**config.mk**
```make
export PLATFORM = sky130hd
export DESIGN_NAME = alr_top
export DESIGN_NICKNAME = d
export VERILOG_FILES = /design/src/pkg/alr_pkg.sv /design/src/hw/alr_top.sv
export SDC_FILE = /design/constraint.sdc
export NUM_CORES = 1
export LEC_CHECK = 0
export ABC_CLOCK_PERIOD_IN_PS = 2750
export BUFFER_PORTS_ARGS = -buffer_cell sky130_fd_sc_hd__clkbuf_2
export CAP_MARGIN = 10
export CORE_MARGIN = 10
export CORE_UTILIZATION = 45
export DETAILED_ROUTE_END_ITERATION = 10
export GPL_TIMING_DRIVEN = 0
export SLEW_MARGIN = 0
export SYNTH_ARGS = -nofsm -noshare
export SYNTH_HDL_FRONTEND = slang
export SYNTH_SLANG_ARGS = --single-unit
```
**constraint.sdc**
```tcl
create_clock -name clk_sys_i -period 2.75 [get_ports clk_sys_i]
set_clock_uncertainty 0.1 [all_clocks]
set_input_delay 0.55 -clock clk_sys_i [delete_from_list [all_inputs] [get_ports clk_sys_i]]
set_output_delay 0.55 -clock clk_sys_i [all_outputs]
set_load 0.05 [all_outputs]
```
**src/pkg/alr_pkg.sv**
```systemverilog
package alr_pkg;
   // -------------------------------------------------------------
   // timing
   // -------------------------------------------------------------
   localparam int CLK_MHZ = 100; // system clock rate in MHz
   localparam int FRAME_MS = 100; // fixed frame in standard mode, ms
   localparam int MEAS_US = 300; // one single measurement, us
   localparam int FRAME_CYC = FRAME_MS * 1000 * CLK_MHZ;
   localparam int MEAS_CYC = MEAS_US * CLK_MHZ;

   // -------------------------------------------------------------
   // bus address and register map
   // -------------------------------------------------------------
   localparam logic [6:0] BUS_ADDR7 = 7'h13; // 26h write, 27h read
   localparam logic [7:0] REG_CFG = 8'h84; // ambient configuration
   localparam logic [7:0] REG_RES_HI = 8'h85; // result high byte
   localparam logic [7:0] REG_RES_LO = 8'h86; // result low byte
   localparam logic [7:0] CFG_RST = 8'h00; // configuration after reset
   localparam int CFG_CONT_BIT = 7; // 1 = back-to-back conversions
   localparam int CFG_AVG_MSB = 2; // averaging exponent, 2^n samples
   localparam logic [7:0] PTR_RST = 8'h00; // pointer after reset
   localparam logic [15:0] RES_RST = 16'h0000; // result after reset

   typedef enum logic [2:0] {
      I2_IDLE, I2_ADDR, I2_AACK, I2_WR, I2_WACK, I2_RD, I2_RACK
   } alr_i2c_st_t;

   typedef enum logic {CV_HOLD, CV_RUN} alr_conv_st_t;
endpackage

```
**src/hw/alr_top.sv**
```systemverilog
`timescale 1ns/10ps
module alr_top #(
   parameter int FRAME_CYC = alr_pkg::FRAME_CYC, // frame length, cycles
   parameter int MEAS_CYC = alr_pkg::MEAS_CYC // measurement, cycles
) (
   input wire logic clk_sys_i, // 100 MHz system clock
   input wire logic arst_n_i, // async reset, active low
   input wire logic scl_i, // serial clock pin level
   input wire logic sda_i, // serial data pin level
   output logic sda_o, // serial data drive value, always low
   output logic sda_oe_o, // high while pulling data low
   input wire logic [15:0] amb_adc_i, // front-end sample, same clock
   output logic meas_active_o // high through each run of back-to-back measurements
);
   // -------------------------------------------------------------
   // pin synchronisers and bus conditions
   // -------------------------------------------------------------
   logic scl_s1, scl_s2, scl_q, sda_s1, sda_s2, sda_q;
   logic scl_rise, scl_fall, start_det, stop_det;
   // two flops per pin, third for edges; open-drain drive fixed low
   always_ff @(posedge clk_sys_i or negedge arst_n_i) begin
      if (!arst_n_i) begin
         {scl_s1, scl_s2, scl_q} <= 3'b111;
         {sda_s1, sda_s2, sda_q} <= 3'b111;
         sda_o <= 1'b0;
      end else begin
         {scl_s1, scl_s2, scl_q} <= {scl_i, scl_s1, scl_s2};
         {sda_s1, sda_s2, sda_q} <= {sda_i, sda_s1, sda_s2};
         sda_o <= 1'b0;
      end
   end

   // start and stop are data edges while the clock stays high
   assign scl_rise = scl_s2 && !scl_q;
   assign scl_fall = !scl_s2 && scl_q;
   assign start_det = scl_s2 && scl_q && sda_q && !sda_s2;
   assign stop_det = scl_s2 && scl_q && !sda_q && sda_s2;

   // -------------------------------------------------------------
   // register read decode
   // -------------------------------------------------------------
   logic [7:0] cfg, ptr, rd_byte;
   logic [15:0] result;
   function automatic logic [7:0] reg_rd(input logic [7:0] p, c,
                                         input logic [15:0] r);
      case (p)
         alr_pkg::REG_CFG: reg_rd = c;
         alr_pkg::REG_RES_HI: reg_rd = r[15:8];
         alr_pkg::REG_RES_LO: reg_rd = r[7:0];
         default: reg_rd = 8'h00;
      endcase
   endfunction
   assign rd_byte = reg_rd(ptr, cfg, result);

   // -------------------------------------------------------------
   // serial target state machine
   // -------------------------------------------------------------
   alr_pkg::alr_i2c_st_t st;
   logic [3:0] bit_cnt;
   logic [7:0] shreg;
   logic [6:0] tx;
   logic rd_mode, first, nack;
   // a start from any state restarts, so repeated start needs no stop
   always_ff @(posedge clk_sys_i or negedge arst_n_i) begin
      if (!arst_n_i) begin
         st <= alr_pkg::I2_IDLE;
         bit_cnt <= 4'h0;
         shreg <= 8'h00;
         tx <= 7'h00;
         ptr <= alr_pkg::PTR_RST;
         cfg <= alr_pkg::CFG_RST;
         sda_oe_o <= 1'b0;
         {rd_mode, first, nack} <= 3'b000;
      end else if (start_det) begin
         st <= alr_pkg::I2_ADDR;
         bit_cnt <= 4'h0;
         sda_oe_o <= 1'b0;
      end else if (stop_det) begin
         st <= alr_pkg::I2_IDLE;
         sda_oe_o <= 1'b0;
      end else if (scl_rise) begin
         case (st)
            alr_pkg::I2_ADDR, alr_pkg::I2_WR: begin
               shreg <= {shreg[6:0], sda_s2};
               bit_cnt <= bit_cnt + 4'h1;
            end
            alr_pkg::I2_RACK: nack <= sda_s2;
            default: ;
         endcase
      end else if (scl_fall) begin
         case (st)
            alr_pkg::I2_ADDR: begin
               if (bit_cnt == 4'h8) begin
                  if (shreg[7:1] == alr_pkg::BUS_ADDR7) begin
                     st <= alr_pkg::I2_AACK;
                     sda_oe_o <= 1'b1;
                     rd_mode <= shreg[0];
                  end else begin
                     st <= alr_pkg::I2_IDLE;
                  end
               end
            end
            alr_pkg::I2_AACK: begin
               bit_cnt <= 4'h0;
               if (rd_mode) begin
                  tx <= rd_byte[6:0];
                  sda_oe_o <= ~rd_byte[7];
                  ptr <= ptr + 8'h01;
                  st <= alr_pkg::I2_RD;
               end else begin
                  sda_oe_o <= 1'b0;
                  first <= 1'b1;
                  st <= alr_pkg::I2_WR;
               end
            end
            alr_pkg::I2_WR: begin
               if (bit_cnt == 4'h8) begin
                  sda_oe_o <= 1'b1;
                  st <= alr_pkg::I2_WACK;
                  first <= 1'b0;
                  if (first) begin
                     ptr <= shreg; // pointer byte, no data needed
                  end else begin
                     if (ptr == alr_pkg::REG_CFG) cfg <= shreg;
                     ptr <= ptr + 8'h01;
                  end
               end
            end
            alr_pkg::I2_WACK: begin
               sda_oe_o <= 1'b0;
               bit_cnt <= 4'h0;
               st <= alr_pkg::I2_WR;
            end
            alr_pkg::I2_RD: begin
               bit_cnt <= bit_cnt + 4'h1;
               if (bit_cnt == 4'h7) begin
                  sda_oe_o <= 1'b0; // release for host ack
                  st <= alr_pkg::I2_RACK;
               end else begin
                  tx <= {tx[5:0], 1'b1};
                  sda_oe_o <= ~tx[6];
               end
            end
            alr_pkg::I2_RACK: begin
               if (!nack) begin
                  tx <= rd_byte[6:0];
                  sda_oe_o <= ~rd_byte[7];
                  ptr <= ptr + 8'h01;
                  bit_cnt <= 4'h0;
                  st <= alr_pkg::I2_RD;
               end else begin
                  st <= alr_pkg::I2_IDLE;
               end
            end
            default: st <= alr_pkg::I2_IDLE;
         endcase
      end
   end

   // -------------------------------------------------------------
   // conversion sequencer
   // -------------------------------------------------------------
   alr_pkg::alr_conv_st_t cv_st;
   logic [23:0] frame_cnt;
   logic [23:0] meas_tmr;
   logic [7:0] done_cnt, avg_n;
   logic [22:0] acc, next_sum;
   logic [15:0] avg_val;
   logic cont, frame_end, meas_end, pub;

   assign cont = cfg[alr_pkg::CFG_CONT_BIT];
   assign avg_n = 8'h01 << cfg[alr_pkg::CFG_AVG_MSB:0];
   assign frame_end = frame_cnt == 24'(FRAME_CYC - 1);
   assign meas_end = meas_active_o && meas_tmr == 24'(MEAS_CYC - 1);
   // running sum and its average; a shift is exact for 2^n samples
   always_comb begin
      next_sum = acc + {7'h00, amb_adc_i};
      avg_val = 16'(acc >> cfg[alr_pkg::CFG_AVG_MSB:0]);
   end
   // frame timebase runs free so frame edges stay evenly spaced
   always_ff @(posedge clk_sys_i or negedge arst_n_i) begin
      if (!arst_n_i) begin
         frame_cnt <= 24'h000000;
      end else if (frame_end) begin
         frame_cnt <= 24'h000000;
      end else begin
         frame_cnt <= frame_cnt + 24'h000001;
      end
   end
   // measurements, averaging and publication of the result
   always_ff @(posedge clk_sys_i or negedge arst_n_i) begin
      if (!arst_n_i) begin
         cv_st <= alr_pkg::CV_HOLD;
         meas_tmr <= 24'h000000;
         meas_active_o <= 1'b0;
         done_cnt <= 8'h00;
         acc <= 23'h000000;
         result <= alr_pkg::RES_RST;
         pub <= 1'b0;
      end else begin
         pub <= 1'b0;
         case (cv_st)
            alr_pkg::CV_HOLD: begin
               if (cont || frame_end) begin
                  if (!cont && done_cnt == avg_n) begin
                     result <= avg_val;
                     pub <= 1'b1;
                  end
                  acc <= 23'h000000;
                  done_cnt <= 8'h00;
                  meas_tmr <= 24'h000000;
                  meas_active_o <= 1'b1;
                  cv_st <= alr_pkg::CV_RUN;
               end
            end
            alr_pkg::CV_RUN: begin
               if (!meas_end) begin
                  meas_tmr <= meas_tmr + 24'h000001;
               end else begin
                  meas_tmr <= 24'h000000;
                  if (done_cnt + 8'h01 != avg_n) begin
                     acc <= next_sum;
                     done_cnt <= done_cnt + 8'h01;
                  end else if (cont) begin
                     result <= 16'(next_sum >>
                                   cfg[alr_pkg::CFG_AVG_MSB:0]);
                     pub <= 1'b1;
                     acc <= 23'h000000;
                     done_cnt <= 8'h00;
                  end else begin
                     acc <= next_sum;
                     done_cnt <= avg_n;
                     meas_active_o <= 1'b0;
                     cv_st <= alr_pkg::CV_HOLD;
                  end
               end
            end
            default: cv_st <= alr_pkg::CV_HOLD;
         endcase
      end
   end

   // -------------------------------------------------------------
   // assertions
   // -------------------------------------------------------------
   repstart_fsm_a: assert property (@(posedge clk_sys_i)
      disable iff (!arst_n_i) start_det |=> st == alr_pkg::I2_ADDR)
      else $error("start did not enter address phase");
   frame_wrap_a: assert property (@(posedge clk_sys_i)
      disable iff (!arst_n_i) frame_end |=> frame_cnt == 24'h000000)
      else $error("frame counter did not wrap");
   std_publish_a: assert property (@(posedge clk_sys_i)
      disable iff (!arst_n_i) pub && !$past(cont) |-> $past(frame_end))
      else $error("standard result published off frame end");
   cont_publish_a: assert property (@(posedge clk_sys_i)
      disable iff (!arst_n_i)
      pub && $past(cont) |-> $past(done_cnt) + 8'h01 == $past(avg_n))
      else $error("continuous result published early");
   meas_length_a: assert property (@(posedge clk_sys_i)
      disable iff (!arst_n_i) $rose(meas_active_o) |-> meas_active_o[*8])
      else $error("measurement ended too early");
   back_to_back_a: assert property (@(posedge clk_sys_i)
      disable iff (!arst_n_i) meas_end && cont |=> meas_active_o
         && meas_tmr == 24'h000000)
      else $error("continuous measurement not restarted");
   avg_value_a: assert property (@(posedge clk_sys_i)
      disable iff (!arst_n_i) pub && !$past(cont) |->
         result == $past(avg_val))
      else $error("published result is not the average");
   ptr_advance_a: assert property (@(posedge clk_sys_i)
      disable iff (!arst_n_i)
      scl_fall && !start_det && !stop_det && st == alr_pkg::I2_RACK
         && !nack |=> ptr == $past(ptr) + 8'h01)
      else $error("pointer did not advance after read byte");
   hi_byte_a: assert property (@(posedge clk_sys_i)
      disable iff (!arst_n_i)
      scl_fall && !start_det && !stop_det && st == alr_pkg::I2_AACK
         && rd_mode && ptr == alr_pkg::REG_RES_HI
         |=> {~sda_oe_o, tx} == $past(result[15:8]))
      else $error("high result byte not loaded");
   lo_byte_a: assert property (@(posedge clk_sys_i)
      disable iff (!arst_n_i)
      scl_fall && !start_det && !stop_det && st == alr_pkg::I2_RACK
         && !nack && ptr == alr_pkg::REG_RES_LO
         |=> {~sda_oe_o, tx} == $past(result[7:0]))
      else $error("low result byte not loaded");
endmodule

```
==> results.cfg <==
[critical_path]
rrSetupSlack_ns = -0.22
critPathBufInv = 1
cp_slowest_cell = mux4_2
arrival_ns = 3.17
crit_required_ns = 2.95
crit_family = simple AND/OR/NAND/NOR gates
crit_type = reg -> reg
crit_chain = ha_4 > a21oi_2 > o21a_1 > nor2_4 > or4_4 > and2_4 > mux4_2 > buf_4 > o221ai_2 > o31ai_1
max_stage_delay_ns = 0.55
end_kind = register
critical_path.max_fanout = 8
start_kind = register

[synthesis]
synth-seq-cells = 145
synth_edf_count = 0
synth.yosys.seq_area_share = 0.376
synth.top_cell.area_share = 0.360
ys.flop_type = dfrtp_1
netlist_instances = 1129
synth.area.top_cells = dfrtp_1 36%, o21ai_0 5.6%, nand2_1 5.6%
yosys.cell_types.count = 87
synthesis.nets = 1180
synthArstFlopShare = 1.00
ys.warnings.count = 0
yosysTopAreaCell = dfrtp_1
synth_area_um2 = 9670
syn_avg_cell_area_um2 = 8.56

[finish]
nets = 1246
syn_to_final_growth_pct = 23.3
drive_above_1_share = 0.240
fill_cells = 1973
mostFrequentLayoutCell = nand2_1
final_cell_mix = 139 x nand2_1, 128 x dfrtp_1, 101 x o21ai_0
num_antenna_cells = 0

[outcome]
violations = setup timing
outcome = finished with violations

[global_route]
grt_pass1_wl_um = 44900
gr-usage-all-layers = 0.190
overflow = 0
grt_max_degree = 80
grt_pass1_vias = 8529
grt_antenna_before_repair = 0

[pwr]
p_total_w = 0.00495
ir_drop_mv = 0.409
cellPowerDensity_nw_per_um2 = 415
p_leak_nw = 4.81

[clock_tree]
cts_hold_buf = 0
cts_made_buffers = 17
clockBufferDepth = 2
h-tree-depth = 4
root_buffer = clkbuf_16
clkLatencyLatePin_ns = 0.43
cts_tree = built
path_clk_slew_ns = 0.06
cts_sinks = 145

[sta]
tightest_slew_ns = 0.727
fin_crit_sh = 1.08
slew_headroom = 0.515
setup_violations = 14
setup_ws_ns = -0.221
min_period_ns = 2.97
rsz0062_at_grt = true
slew_violations = 0
fmax_ghz = 0.337
hold_violations = 0

[floorplan]
row_count = 53
pin_count = 23
die_y_um = 167
initial_core_util = 0.458
die_area_um2 = 27700
die_w_um = 167
core_area_um2 = 21100

[hold_path]
min_path_type = in -> async

[placement]
io_buffers = 21
place_congestion = 0.937
place_ws_ns = -0.702
dp_hpwl_um = 19200

[drt]
drtIter0Drc = 699
drc = 0
drtAntennaViolNets = 0
via_count = 8955
dr.pass1.iters = 5
routed_wl_um = 27400
wire_per_inst_um = 18.5
avgViaCountPerCell = 6.04

[flow_run]
drv_cap = 0
## kinds of logic (layout without fill, tap and decap cells)
group,after synthesis,count (layout),share of synthesized area
fa+ha+maj,31,31,0.0409
mux,38,38,0.0533
other cells,1,1,0.000388
buf+inv,100,177,0.0421
xor+xnor,43,43,0.0390
flops,145,145,0.376
compound gates,337,337,0.226
simple gates,434,435,0.222
## power breakdown
part	internal (W)	switching [W]
logic	0.000119	0.000185
registers	0.00216	0.0000228
clock network	0.00152	0.000949
total	0.00380	0.00116
## cell type report
class                      instances  area (µm²)  area share
multi-input combinational        885        6470       0.543
tap                              275         344      0.0289
buffer                            58         305      0.0256
sequential                       145        3650       0.306
inverter                          31         116     0.00976
clock inverter                    12         181      0.0152
timing repair buffer              57         420      0.0353
clock buffer                      19         433      0.0363
## final timing paths
path,from,endpoint,cells after the start
max,acc[8],result[12],10
min,arst_n_i,ptr[2],1
max reg2reg,acc[8],result[12],10
min reg2reg,scl_s1,scl_s2,0
max in group asynchronous,arst_n_i,sda_s1,2
min in group clk_sys_i,sda_i,sda_s1,1
## through the flow
step                      instances  hold WS (ns)  setup TNS (ns)  utilization  area [µm²]
after floorplan                1129         0.154          -0.710            -        9880
after global placement         1425         0.263         -236.55        0.490       10300
after detailed placement       1426         0.261          -17.72        0.492       10400
after CTS                      1470        0.0315           -1.00        0.545       11500
after global routing           1482        0.0458           -3.57        0.565       11900
final                          1482       0.00954           -1.45        0.565       11900
## registers in the layout (all words and copies together), names as in the netlist, 8 cells and up
register	flops
result	16
shreg	8
meas_tmr	24
done_cnt	8
frame_cnt	24
acc	23
ptr	8
cfg	8
## cells in the mapped netlist (5+ instances only)
master	instances
ha_1	30
o31ai_1	14
o221ai_1	7
a32o_1	5
nand4_1	26
buf_2	13
a211oi_1	16
nor4b_1	5
dfrtp_1	139
nor3_1	30
nor2_1	80
mux2i_1	11
nor4_1	8
o21a_1	5
and3_1	18
a222oi_1	6
nand2b_1	11
a21o_1	14
or2_2	6
o21ai_1	5
nor2b_1	13
and2_1	11
xor2_1	24
dfstp_2	6
clkbuf_1	50
nand3_1	44
a22o_1	13
or3_1	10
o22ai_1	6
o21ai_0	109
xnor2_1	19
a21oi_1	68
mux2_2	18
a31oi_1	14
inv_1	29
a211o_1	5
nand2_1	144
mux4_2	9
o211ai_1	9
## routing by layer
layer  share of wire  vias to the layer above  global-route usage
met5               0                        -                   0
met4          0.0097                        0              0.0428
met3           0.037                       28              0.0320
met2            0.48                      208               0.311
met1            0.48                     4424               0.258
li1                -                     4295                   -
## timing repair
item                                    in CTS  in global routing
buffers inserted                            23                 12
gates resized for setup                     92                 87
cloned                                       0                  1
endpoints found under the setup margin      65                 68
pin swaps                                   40                 19
(Power assumes the default switching activity.)
